<file path="src/rtl/bsr_pkg.sv">
package bsr_pkg;

  // Register addresses of the second bank (8-bit data-memory addresses)
  localparam logic [7:0] ADDR_INDIRECT_PORT   = 8'h80;
  localparam logic [7:0] ADDR_PRESCALER_CFG   = 8'h81;
  localparam logic [7:0] ADDR_PC_LOW          = 8'h82;
  localparam logic [7:0] ADDR_CPU_FLAGS       = 8'h83;
  localparam logic [7:0] ADDR_INDIRECT_PTR    = 8'h84;
  localparam logic [7:0] ADDR_PORT_A_DIR      = 8'h85;
  localparam logic [7:0] ADDR_PORT_B_DIR      = 8'h86;
  localparam logic [7:0] ADDR_PORT_C_DIR      = 8'h87;
  localparam logic [7:0] ADDR_PORT_D_DIR      = 8'h88;
  localparam logic [7:0] ADDR_PORT_E_DIR      = 8'h89;
  localparam logic [7:0] ADDR_COUNTER_LATCH   = 8'h8A;
  localparam logic [7:0] ADDR_IRQ_CONTROL     = 8'h8B;
  localparam logic [7:0] ADDR_PERIPH_IRQ_EN1  = 8'h8C;
  localparam logic [7:0] ADDR_PERIPH_IRQ_EN2  = 8'h8D;
  localparam logic [7:0] ADDR_POWER_CONTROL   = 8'h8E;
  localparam logic [7:0] ADDR_PERIOD_LIMIT    = 8'h92;
  localparam logic [7:0] ADDR_SERIAL_ADDR     = 8'h93;
  localparam logic [7:0] ADDR_SERIAL_STATE    = 8'h94;
  localparam logic [7:0] ADDR_TRANSMIT_CTRL   = 8'h98;
  localparam logic [7:0] ADDR_BAUD_DIVISOR    = 8'h99;
  localparam logic [7:0] ADDR_ANALOG_CFG      = 8'h9F;

  // Window of the bank and its mirrored bank-0 locations (low seven bits)
  localparam logic [6:0] BANK_TOP_OFFSET      = 7'h1F;
  localparam logic [6:0] MIRROR_PC_LOW        = 7'h02;
  localparam logic [6:0] MIRROR_CPU_FLAGS     = 7'h03;
  localparam logic [6:0] MIRROR_INDIRECT_PTR  = 7'h04;
  localparam logic [6:0] MIRROR_COUNTER_LATCH = 7'h0A;
  localparam logic [6:0] MIRROR_IRQ_CONTROL   = 7'h0B;
  localparam logic [6:0] INDIRECT_PORT_OFFSET = 7'h00;

  // Power-on / brown-out values (unknown bits taken as zero)
  localparam logic [7:0] RST_PRESCALER_CFG    = 8'hFF;
  localparam logic [7:0] RST_PC_LOW           = 8'h00;
  localparam logic [4:0] RST_PC_HIGH          = 5'h00;
  localparam logic [7:0] RST_CPU_FLAGS        = 8'h18;
  localparam logic [7:0] RST_INDIRECT_PTR     = 8'h00;
  localparam logic [5:0] RST_PORT_A_DIR       = 6'h3F;
  localparam logic [7:0] RST_PORT_B_DIR       = 8'hFF;
  localparam logic [7:0] RST_PORT_C_DIR       = 8'hFF;
  localparam logic [7:0] RST_PORT_D_DIR       = 8'hFF;
  localparam logic [2:0] RST_PORT_E_DIR       = 3'h7;
  localparam logic [4:0] RST_COUNTER_LATCH    = 5'h00;
  localparam logic [7:0] RST_IRQ_CONTROL      = 8'h00;
  localparam logic [7:0] RST_PERIPH_IRQ_EN1   = 8'h00;
  localparam logic [0:0] RST_PERIPH_IRQ_EN2   = 1'h0;
  localparam logic [1:0] RST_POWER_CONTROL    = 2'h0;
  localparam logic [7:0] RST_PERIOD_LIMIT     = 8'hFF;
  localparam logic [7:0] RST_SERIAL_ADDR      = 8'h00;
  localparam logic [7:0] RST_TRANSMIT_CTRL    = 8'h02;
  localparam logic [7:0] RST_BAUD_DIVISOR     = 8'h00;
  localparam logic [2:0] RST_ANALOG_CFG       = 3'h0;

  // Field positions
  localparam int FLAG_INDIRECT_BANK  = 7;
  localparam int FLAG_UPPER_BANK     = 6;
  localparam int FLAG_LOWER_BANK     = 5;
  localparam int FLAG_TIMEOUT        = 4;
  localparam int FLAG_POWER_DOWN     = 3;
  localparam int IRQCTL_PIN_CHANGE_F = 0;
  localparam int FIFTH_IO_PORT_OVERFLOW      = 5;
  localparam int FIFTH_IO_PORT_SLAVE_MODE    = 4;
  localparam int POWER_CONTROL_POWER_ON       = 1;
  localparam int POWER_CONTROL_BROWNOUT       = 0;
  localparam int TXCTL_SHIFT_EMPTY   = 1;

  // Writable masks of mixed registers
  localparam logic [7:0] CPU_FLAGS_SW_MASK    = 8'hE7;
  localparam logic [7:0] TRANSMIT_CTRL_MASK   = 8'hF5;

endpackage

</file>
<file path="src/rtl/bsr_dec_if.sv">
`timescale 1ns/10ps
interface bsr_dec_if;
  logic [6:0] dirAddr;
  logic       upperBank;
  logic       lowerBank;
  logic       indirectBank;
  logic [7:0] pointer;
  logic [7:0] effAddr;
  logic       hit;
  logic       viaPointer;

  modport core (
    output dirAddr,
    output upperBank,
    output lowerBank,
    output indirectBank,
    output pointer,
    input  effAddr,
    input  hit,
    input  viaPointer
  );

  modport dec (
    input  dirAddr,
    input  upperBank,
    input  lowerBank,
    input  indirectBank,
    input  pointer,
    output effAddr,
    output hit,
    output viaPointer
  );
endinterface

</file>
<file path="src/rtl/bsr_addr_decode.sv">
`timescale 1ns/10ps
module bsr_addr_decode (
  bsr_dec_if.dec bus
);

  logic [8:0] fullAddr;
  logic       mirrored;

  // Direct access uses the bank bits; the indirect port uses the pointer
  always_comb begin
    bus.viaPointer = (bus.dirAddr == bsr_pkg::INDIRECT_PORT_OFFSET);
    if (bus.viaPointer) begin
      fullAddr = {bus.indirectBank, bus.pointer};
    end else begin
      fullAddr = {bus.upperBank, bus.lowerBank, bus.dirAddr};
    end
  end

  // Shared core registers answer in both banks
  always_comb begin
    case (fullAddr[6:0])
      bsr_pkg::INDIRECT_PORT_OFFSET,
      bsr_pkg::MIRROR_PC_LOW,
      bsr_pkg::MIRROR_CPU_FLAGS,
      bsr_pkg::MIRROR_INDIRECT_PTR,
      bsr_pkg::MIRROR_COUNTER_LATCH,
      bsr_pkg::MIRROR_IRQ_CONTROL: mirrored = 1'b1;
      default:                     mirrored = 1'b0;
    endcase
  end

  // With the upper bank bit clear: all of bank 1 when the lower bank bit is set, else only the mirrors are ours
  always_comb begin
    bus.effAddr = {1'b1, fullAddr[6:0]};
    bus.hit     = !fullAddr[8] && (fullAddr[6:0] <= bsr_pkg::BANK_TOP_OFFSET)
                  && (fullAddr[7] || mirrored);
  end

endmodule

</file>
<file path="src/rtl/bsr_bank1_regs.sv">
`timescale 1ns/10ps
// Function
// - No data address exposes the upper program counter bits directly.
// - A latch holds counter bits 12:8 and loads them when the counter loads.
// - Power-up values on power-on/brown-out; other values on pin or watchdog reset.
// - Unchanged bits keep their value; conditional bits follow the reset cause.
// - Unimplemented locations and bits read zero; writes to them do nothing.
// - Shared core registers are one physical register in both banks.
// - Without fourth and fifth ports their registers are absent and read zero.
// - Without brown-out detection the brown-out flag reads zero.
module bsr_bank1_regs #(
  parameter bit HAS_PORT_D_E   = 1'b1,
  parameter bit HAS_BROWNOUT   = 1'b1
) (
  input  wire logic       clk,
  input  wire logic       resetn,
  input  wire logic       otherReset,
  input  wire logic       resetByWatchdog,
  input  wire logic       resetInSleep,
  input  wire logic [6:0] dirAddr,
  input  wire logic       rdStb,
  input  wire logic       wrStb,
  input  wire logic [7:0] wrData,
  input  wire logic       aluFlagWe,
  input  wire logic [2:0] aluFlags,
  input  wire logic       pcStep,
  input  wire logic       pcBranch,
  input  wire logic [7:0] pcBranchLow,
  input  wire logic       sleepEnter,
  input  wire logic       watchdogClear,
  input  wire logic       pinChangeFlag,
  input  wire logic [1:0] slaveBufStatus,
  input  wire logic       slaveOverflowSet,
  input  wire logic [5:0] serialStatus,
  input  wire logic       txShiftEmpty,
  output logic      [7:0] rdData,
  output logic            rdHit,
  output logic      [4:0] pcHigh,
  output logic      [7:0] pcLow,
  output logic      [7:0] cpuFlags,
  output logic      [7:0] indirectPtr,
  output logic      [7:0] prescalerCfg,
  output logic      [5:0] portADir,
  output logic      [7:0] portBDir,
  output logic      [7:0] portCDir,
  output logic      [7:0] portDDir,
  output logic      [2:0] portEDir,
  output logic            slaveMode,
  output logic      [7:0] irqControl,
  output logic      [7:0] periphIrqEn1,
  output logic            periphIrqEn2,
  output logic      [7:0] periodLimit,
  output logic      [7:0] serialAddr,
  output logic      [7:0] transmitCtrl,
  output logic      [7:0] baudDivisor,
  output logic      [2:0] analogCfg
);

  typedef struct packed {
    logic [7:0] prescaler;
    logic [7:0] program_counter_low;
    logic [4:0] pch;
    logic [7:0] flags;
    logic [7:0] ptr;
    logic [5:0] dirA;
    logic [7:0] dirB;
    logic [7:0] dirC;
    logic [7:0] dirD;
    logic       slaveOvf;
    logic       slaveMode;
    logic [2:0] dirE;
    logic [4:0] latch;
    logic [7:0] irqCtl;
    logic [7:0] irqEn1;
    logic       irqEn2;
    logic [1:0] pwr;
    logic [7:0] period;
    logic [7:0] serAddr;
    logic [7:0] txCtl;
    logic [7:0] baud;
    logic [2:0] analog;
    logic [7:0] rdata;
    logic       hit;
  } bsr_state_t;

  localparam bsr_state_t RESET_STATE = '{
    prescaler: bsr_pkg::RST_PRESCALER_CFG,
    program_counter_low:       bsr_pkg::RST_PC_LOW,
    pch:       bsr_pkg::RST_PC_HIGH,
    flags:     bsr_pkg::RST_CPU_FLAGS,
    ptr:       bsr_pkg::RST_INDIRECT_PTR,
    dirA:      bsr_pkg::RST_PORT_A_DIR,
    dirB:      bsr_pkg::RST_PORT_B_DIR,
    dirC:      bsr_pkg::RST_PORT_C_DIR,
    dirD:      bsr_pkg::RST_PORT_D_DIR,
    slaveOvf:  1'b0,
    slaveMode: 1'b0,
    dirE:      bsr_pkg::RST_PORT_E_DIR,
    latch:     bsr_pkg::RST_COUNTER_LATCH,
    irqCtl:    bsr_pkg::RST_IRQ_CONTROL,
    irqEn1:    bsr_pkg::RST_PERIPH_IRQ_EN1,
    irqEn2:    bsr_pkg::RST_PERIPH_IRQ_EN2,
    pwr:       bsr_pkg::RST_POWER_CONTROL,
    period:    bsr_pkg::RST_PERIOD_LIMIT,
    serAddr:   bsr_pkg::RST_SERIAL_ADDR,
    txCtl:     bsr_pkg::RST_TRANSMIT_CTRL,
    baud:      bsr_pkg::RST_BAUD_DIVISOR,
    analog:    bsr_pkg::RST_ANALOG_CFG,
    rdata:     8'h00,
    hit:       1'b0
  };

  bsr_state_t state_q;
  bsr_state_t state_d;
  bsr_dec_if  decBus ();
  logic [7:0] readValue;
  logic [12:0] pcNext;

  // Address decode sees the live bank bits and pointer
  assign decBus.dirAddr      = dirAddr;
  assign decBus.upperBank    = state_q.flags[bsr_pkg::FLAG_UPPER_BANK];
  assign decBus.lowerBank    = state_q.flags[bsr_pkg::FLAG_LOWER_BANK];
  assign decBus.indirectBank = state_q.flags[bsr_pkg::FLAG_INDIRECT_BANK];
  assign decBus.pointer      = state_q.ptr;

  bsr_addr_decode uDecode (
    .bus (decBus)
  );

  assign pcNext = {state_q.pch, state_q.program_counter_low} + 13'h0001;

  // Read multiplexer; absent locations and bits fall through to zero
  always_comb begin
    readValue = 8'h00;
    case (decBus.effAddr)
      bsr_pkg::ADDR_PRESCALER_CFG:  readValue = state_q.prescaler;
      bsr_pkg::ADDR_PC_LOW:         readValue = state_q.program_counter_low;
      bsr_pkg::ADDR_CPU_FLAGS:      readValue = state_q.flags;
      bsr_pkg::ADDR_INDIRECT_PTR:   readValue = state_q.ptr;
      bsr_pkg::ADDR_PORT_A_DIR:     readValue = {2'h0, state_q.dirA};
      bsr_pkg::ADDR_PORT_B_DIR:     readValue = state_q.dirB;
      bsr_pkg::ADDR_PORT_C_DIR:     readValue = state_q.dirC;
      bsr_pkg::ADDR_PORT_D_DIR: begin
        if (HAS_PORT_D_E) begin
          readValue = state_q.dirD;
        end
      end
      bsr_pkg::ADDR_PORT_E_DIR: begin
        if (HAS_PORT_D_E) begin
          readValue = {slaveBufStatus, state_q.slaveOvf, state_q.slaveMode,
                       1'b0, state_q.dirE};
        end
      end
      bsr_pkg::ADDR_COUNTER_LATCH:  readValue = {3'h0, state_q.latch};
      bsr_pkg::ADDR_IRQ_CONTROL:    readValue = state_q.irqCtl;
      bsr_pkg::ADDR_PERIPH_IRQ_EN1: readValue = state_q.irqEn1;
      bsr_pkg::ADDR_PERIPH_IRQ_EN2: readValue = {7'h00, state_q.irqEn2};
      bsr_pkg::ADDR_POWER_CONTROL: begin
        readValue = {6'h00, state_q.pwr[bsr_pkg::POWER_CONTROL_POWER_ON],
                     state_q.pwr[bsr_pkg::POWER_CONTROL_BROWNOUT] & HAS_BROWNOUT};
      end
      bsr_pkg::ADDR_PERIOD_LIMIT:   readValue = state_q.period;
      bsr_pkg::ADDR_SERIAL_ADDR:    readValue = state_q.serAddr;
      bsr_pkg::ADDR_SERIAL_STATE:   readValue = {2'h0, serialStatus};
      bsr_pkg::ADDR_TRANSMIT_CTRL: begin
        readValue = state_q.txCtl & bsr_pkg::TRANSMIT_CTRL_MASK;
        readValue[bsr_pkg::TXCTL_SHIFT_EMPTY] = txShiftEmpty;
      end
      bsr_pkg::ADDR_BAUD_DIVISOR:   readValue = state_q.baud;
      bsr_pkg::ADDR_ANALOG_CFG:     readValue = {5'h00, state_q.analog};
      default:                      readValue = 8'h00;
    endcase
    // The indirect port pointing at itself reads zero, not a loop
    if (decBus.viaPointer && decBus.effAddr == bsr_pkg::ADDR_INDIRECT_PORT) begin
      readValue = 8'h00;
    end
  end

  // Next state: other resets first, then hardware events, then core writes, then the slave overflow set
  always_comb begin
    state_d     = state_q;
    state_d.hit = 1'b0;
    if (otherReset) begin
      // Fields take reset values; the cause flags follow the reset cause; the pointer, low flags, pin-change flag and power control are kept
      state_d       = RESET_STATE;
      state_d.ptr   = state_q.ptr;
      state_d.flags = {3'b000, !resetByWatchdog, !resetInSleep,
                       state_q.flags[2:0]};
      state_d.irqCtl[bsr_pkg::IRQCTL_PIN_CHANGE_F] =
        state_q.irqCtl[bsr_pkg::IRQCTL_PIN_CHANGE_F];
      state_d.pwr   = state_q.pwr;
    end else begin
      // Program counter stepping, with the latch feeding the upper bits
      if (pcBranch) begin
        state_d.program_counter_low = pcBranchLow;
        state_d.pch = state_q.latch;
      end else if (pcStep) begin
        state_d.program_counter_low = pcNext[7:0];
        state_d.pch = pcNext[12:8];
      end
      if (aluFlagWe) begin
        state_d.flags[2:0] = aluFlags;
      end
      if (sleepEnter) begin
        state_d.flags[bsr_pkg::FLAG_TIMEOUT]    = 1'b1;
        state_d.flags[bsr_pkg::FLAG_POWER_DOWN] = 1'b0;
      end else if (watchdogClear) begin
        state_d.flags[bsr_pkg::FLAG_TIMEOUT]    = 1'b1;
        state_d.flags[bsr_pkg::FLAG_POWER_DOWN] = 1'b1;
      end
      state_d.irqCtl[bsr_pkg::IRQCTL_PIN_CHANGE_F] =
        state_q.irqCtl[bsr_pkg::IRQCTL_PIN_CHANGE_F] | pinChangeFlag;
      // Registered at the clock edge ending the cycle, so visible next cycle
      if (wrStb && decBus.hit) begin
        case (decBus.effAddr)
          bsr_pkg::ADDR_PRESCALER_CFG:  state_d.prescaler = wrData;
          bsr_pkg::ADDR_PC_LOW: begin
            state_d.program_counter_low = wrData;
            state_d.pch = state_q.latch;
          end
          bsr_pkg::ADDR_CPU_FLAGS: begin
            // Timeout and power-down bits are not software writable
            state_d.flags = (wrData & bsr_pkg::CPU_FLAGS_SW_MASK)
                          | (state_d.flags & ~bsr_pkg::CPU_FLAGS_SW_MASK);
          end
          bsr_pkg::ADDR_INDIRECT_PTR:   state_d.ptr  = wrData;
          bsr_pkg::ADDR_PORT_A_DIR:     state_d.dirA = wrData[5:0];
          bsr_pkg::ADDR_PORT_B_DIR:     state_d.dirB = wrData;
          bsr_pkg::ADDR_PORT_C_DIR:     state_d.dirC = wrData;
          bsr_pkg::ADDR_PORT_D_DIR: begin
            if (HAS_PORT_D_E) begin
              state_d.dirD = wrData;
            end
          end
          bsr_pkg::ADDR_PORT_E_DIR: begin
            if (HAS_PORT_D_E) begin
              state_d.slaveOvf  = wrData[bsr_pkg::FIFTH_IO_PORT_OVERFLOW] & state_q.slaveOvf;
              state_d.slaveMode = wrData[bsr_pkg::FIFTH_IO_PORT_SLAVE_MODE];
              state_d.dirE      = wrData[2:0];
            end
          end
          bsr_pkg::ADDR_COUNTER_LATCH:  state_d.latch  = wrData[4:0];
          bsr_pkg::ADDR_IRQ_CONTROL: begin
            // Pin-change flag set in this cycle survives a clearing write
            state_d.irqCtl = wrData;
            state_d.irqCtl[bsr_pkg::IRQCTL_PIN_CHANGE_F] =
              wrData[bsr_pkg::IRQCTL_PIN_CHANGE_F] | pinChangeFlag;
          end
          bsr_pkg::ADDR_PERIPH_IRQ_EN1: state_d.irqEn1 = wrData;
          bsr_pkg::ADDR_PERIPH_IRQ_EN2: state_d.irqEn2 = wrData[0];
          bsr_pkg::ADDR_POWER_CONTROL:  state_d.pwr    = wrData[1:0];
          bsr_pkg::ADDR_PERIOD_LIMIT:   state_d.period = wrData;
          bsr_pkg::ADDR_SERIAL_ADDR:    state_d.serAddr = wrData;
          bsr_pkg::ADDR_TRANSMIT_CTRL: begin
            state_d.txCtl = wrData & bsr_pkg::TRANSMIT_CTRL_MASK;
          end
          bsr_pkg::ADDR_BAUD_DIVISOR:   state_d.baud   = wrData;
          bsr_pkg::ADDR_ANALOG_CFG:     state_d.analog = wrData[2:0];
          default: begin
            // Unimplemented and read-only locations ignore writes
            state_d.hit = state_d.hit;
          end
        endcase
      end
      // Overflow is set by the slave port; the set wins over a clear
      if (slaveOverflowSet) begin
        state_d.slaveOvf = 1'b1;
      end
      if (rdStb) begin
        state_d.rdata = readValue;
        state_d.hit   = decBus.hit;
      end
    end
  end

  // Asynchronous reset is power-on or brown-out
  always_ff @(posedge clk or negedge resetn) begin
    if (!resetn) begin
      state_q <= RESET_STATE;
    end else begin
      state_q <= state_d;
    end
  end

  // All outputs straight from the state register
  assign rdData       = state_q.rdata;
  assign rdHit        = state_q.hit;
  assign pcHigh       = state_q.pch;
  assign pcLow        = state_q.program_counter_low;
  assign cpuFlags     = state_q.flags;
  assign indirectPtr  = state_q.ptr;
  assign prescalerCfg = state_q.prescaler;
  assign portADir     = state_q.dirA;
  assign portBDir     = state_q.dirB;
  assign portCDir     = state_q.dirC;
  assign portDDir     = state_q.dirD;
  assign portEDir     = state_q.dirE;
  assign slaveMode    = state_q.slaveMode;
  assign irqControl   = state_q.irqCtl;
  assign periphIrqEn1 = state_q.irqEn1;
  assign periphIrqEn2 = state_q.irqEn2;
  assign periodLimit  = state_q.period;
  assign serialAddr   = state_q.serAddr;
  assign transmitCtrl = state_q.txCtl;
  assign baudDivisor  = state_q.baud;
  assign analogCfg    = state_q.analog;

endmodule

</file>
<file path="config.mk">
export PLATFORM = sky130hd
export DESIGN_NAME = bsr_bank1_regs
export DESIGN_NICKNAME = d
export VERILOG_FILES = /design/src/rtl/bsr_pkg.sv /design/src/rtl/bsr_dec_if.sv /design/src/rtl/bsr_addr_decode.sv /design/src/rtl/bsr_bank1_regs.sv
export SDC_FILE = /design/constraint.sdc
export NUM_CORES = 1
export LEC_CHECK = 0
export BUFFER_PORTS_ARGS = -buffer_cell sky130_fd_sc_hd__buf_2
export CAP_MARGIN = 0
export CELL_PAD_IN_SITES_DETAIL_PLACEMENT = 0
export CELL_PAD_IN_SITES_GLOBAL_PLACEMENT = 2
export CORE_ASPECT_RATIO = 0.9
export CORE_MARGIN = 3
export CORE_UTILIZATION = 30
export CTS_CLUSTER_DIAMETER = 80
export DETAILED_ROUTE_END_ITERATION = 10
export GPL_TIMING_DRIVEN = 0
export HOLD_SLACK_MARGIN = 0.03
export PLACE_DENSITY = 0.75
export SYNTH_ARGS = -nofsm -noshare
export SYNTH_HDL_FRONTEND = slang
export SYNTH_HIERARCHICAL = 1
export SYNTH_SLANG_ARGS = --single-unit
</file>
<file path="constraint.sdc">
create_clock -name clk -period 4.7 [get_ports clk]
set_input_delay 0.47 -clock clk [delete_from_list [all_inputs] [get_ports clk]]
set_output_delay 0.47 -clock clk [all_outputs]
set_load 0.05 [all_outputs]
</file>
==> summary.md <==
| Metric | Value |
|---|---|
| Cell taking the most area after synthesis | `dfrtp_1` |
| Die X | `187 um` |
| Setup-failing EPs final | `0` |
| # port buffers | `173` |
| Worst skew pair latency | `0.43 ns` |
| Hold Slack | `0.167 ns` |
| Initial core utilization | `0.310` |
| Initial antenna violation count | `1` |
| Most common cell in the netlist | `nand2_1` |
| Crit path max fanout | `10` |
| DRT iter0 DRCs | `861` |
| Ys async rst share | `1.00` |
| Maximum VDD drop | `0.000216 V` |
| RSZ-0062 raised after global routing | `false` |
| Number of synthesized flops with an enable pin | `0` |
| WL/cell | `25.1 um` |
| Post-synth top area share | `0.247` |
| WP data required | `4.96 ns` |
| Fmax achieved | `274 MHz` |
| Share of cells above drive strength 1 | `0.371` |
| Core Region | `0.0284 sq mm` |
| Post-synth top cells | `nand2_1, buf_4, dfrtp_1` |
| Run status | `finished, final reports clean` |
| Power Total | `2850 uW` |
| # DRC | `0` |
| Crit Path Category | `flip-flop to flip-flop` |
| FP Rows | `58` |
| Routed vias | `8247` |
| Layout area overhead | `21.9%` |
| Clk_skew | `0.0136 ns` |
| Clk sink count | `139` |
| Setup TNS | `0 ns` |
| Antenna Cells | `0` |
| First-pass GRT wire length | `57.4 mm` |
| Gpl congestion | `0.996` |
| Final net count | `1227` |
| Crit. End Element | `flip-flop` |
| Wl on met1 | `18.6 mm` |
| Cts bufs inserted | `17` |
| Flops & latches, synth | `139` |
| CP Data Arrival Time | `3.91 ns` |
| Fin crit period | `3.65 ns` |
| Warnings from Yosys | `6` |
| Worst slew pin tran | `1.11 ns` |
| CTS tree | `yes` |
| Syn_nets | `1033` |
| Vias/cell | `5.22` |
| Fin util | `0.378` |
| Cells resized by post-CTS repair | `0` |
| Crit path launch type | `flip-flop` |
| Placed insts | `1547` |
| Syn Std Cell Area | `0.00882 sq mm` |
| Root buffer cell | `clkbuf_16` |
| Drt pass-1 iters | `5` |
| H-tree Lvls | `4` |
| Fin. max-slew vios | `0` |
| Pin count of the biggest net entering global routing | `85` |
| Post-DP HPWL | `29.4 mm` |
| Netlist cell types | `74` |
| GRT Residual Overflow | `0` |
| Die height | `169 um` |
| Synth area leaders | `dfrtp_1, dfstp_2, buf_4` |
| Pwr per Cell Area | `265 mW/mm^2` |
| Hold WC Path Type | `input pin to flip-flop` |
| Maxcap violations | `0` |
| GR Util All Layers | `0.248` |
| Synthesized instance count | `983` |
| Met2 WL | `17.1 mm` |
| Slew HR | `0.262` |
| CTS clk-pin slew, worst paths | `0.06 ns` |
| Antenna Nets Post-Route | `0` |
| Die area | `0.0315 sq mm` |
| Leak Pwr | `0.00483 uW` |
| WL final | `39.6 mm` |
| Top Layer Used | `met5` |
| Final period utilization | `0.777` |
| Sequential area share after synthesis | `0.402` |
| Vias in the first global route | `8178` |
| Final cell count without fillers | `1580` |
| Met3 WL | `2.79 mm` |
| Fin. Hold Viols | `0` |
| IO Pins | `181` |
| Mean Syn Cell Area | `8.97 sq um` |
| Ys flop type | `dfrtp_1` |
| CTS Buffer Depth | `2` |
sequential cells by signal, summed over array words and instances, names as in the netlist, 3 cells and up:
register / flops
serialAddr: 8
analogCfg: 3
indirectPtr: 8
pcLow: 8
pcHigh: 5
portADir: 6
state_q: 8
irqControl: 8
prescalerCfg: 8
portBDir: 8
portCDir: 8
rdData: 8
portDDir: 8
cpuFlags: 8
portEDir: 3
periodLimit: 8
transmitCtrl: 7
periphIrqEn1: 8
baudDivisor: 8
worst max-delay path, stage by stage (launching register included):
cell and delay (ns):
dfrtp_1 0.43, a41o_2 0.29, buf_1 0.65, clkbuf_1 0.70
mux2i_1 0.56, nor3_1 0.18, a2111oi_0 0.47, a41oi_1 0.21
cells by family after synthesis:
group           Yosys count  share of synthesized area
fa+ha+maj                 1                    0.00142
xor+xnor                 12                     0.0119
mux                      64                     0.0762
other cells               2                   0.000852
simple gates            378                      0.218
buf+inv                 204                      0.145
compound gates          183                      0.145
flops                   139                      0.402
final timing paths:
kind / from / slack (ns) / endpoint / depth (start not counted)
max: indirectPtr[2] / 1.05 / rdData[0] / 7
min: resetByWatchdog / 0.17 / cpuFlags[4] / 2
max reg2reg: indirectPtr[2] / 1.05 / rdData[0] / 7
min reg2reg: rdData[6] / 0.49 / rdData[6] / 2
max in group asynchronous: resetn / 3.26 / prescalerCfg[4] / 3
min in group asynchronous: resetn / 0.57 / irqControl[7] / 2
through the flow:
step                      area [sq um]  setup slack (ns)
final                            10700              1.05
after global routing             10700              1.02
after CTS                        10700              1.10
after detailed placement         10200             0.712
after global placement           10200             0.670
after floorplan                   8820              1.91
placed cells by master, fill, tap and decap left out, types with 35 or more instances in the layout:
cell / n
nand3b_1: 37
buf_4: 132
dfrtp_1: 87
clkbuf_1: 47
a21oi_1: 42
nor2_1: 65
nand3_1: 35
buf_2: 178
nand2_1: 152
dfstp_2: 52
mux2i_1: 39
area by class of cell:
type / instances / area, sq um
Inverter: 10 / 37.5
Buffer: 194 / 1240
Multi-Input combinational cell: 640 / 4000
Clock inverter: 11 / 72.6
Fill cell: 3074 / 17700
Tap cell: 390 / 488
Clock buffer: 21 / 460
Sequential cell: 139 / 3540
Timing Repair Buffer: 175 / 910
power breakdown:
part           leakage, uW  internal [uW]  switching [uW]
combinational      0.00284            102             251
clock             0.000255            700             564
sequential         0.00174           1210            17.6
total              0.00483           2010             833
metal layers:
layer,track usage,up-vias
met5,0,-
met4,0.0848,2
met3,0.0406,51
met2,0.370,383
met1,0.365,4096
li1,-,3715
what timing repair did:
action | CTS | global route
hold buffers | 1 | 0
endpoints found under the hold margin | 13 | 0
buffers inserted | 0 | 0
Note: power is estimated with default switching activity, not from simulation.
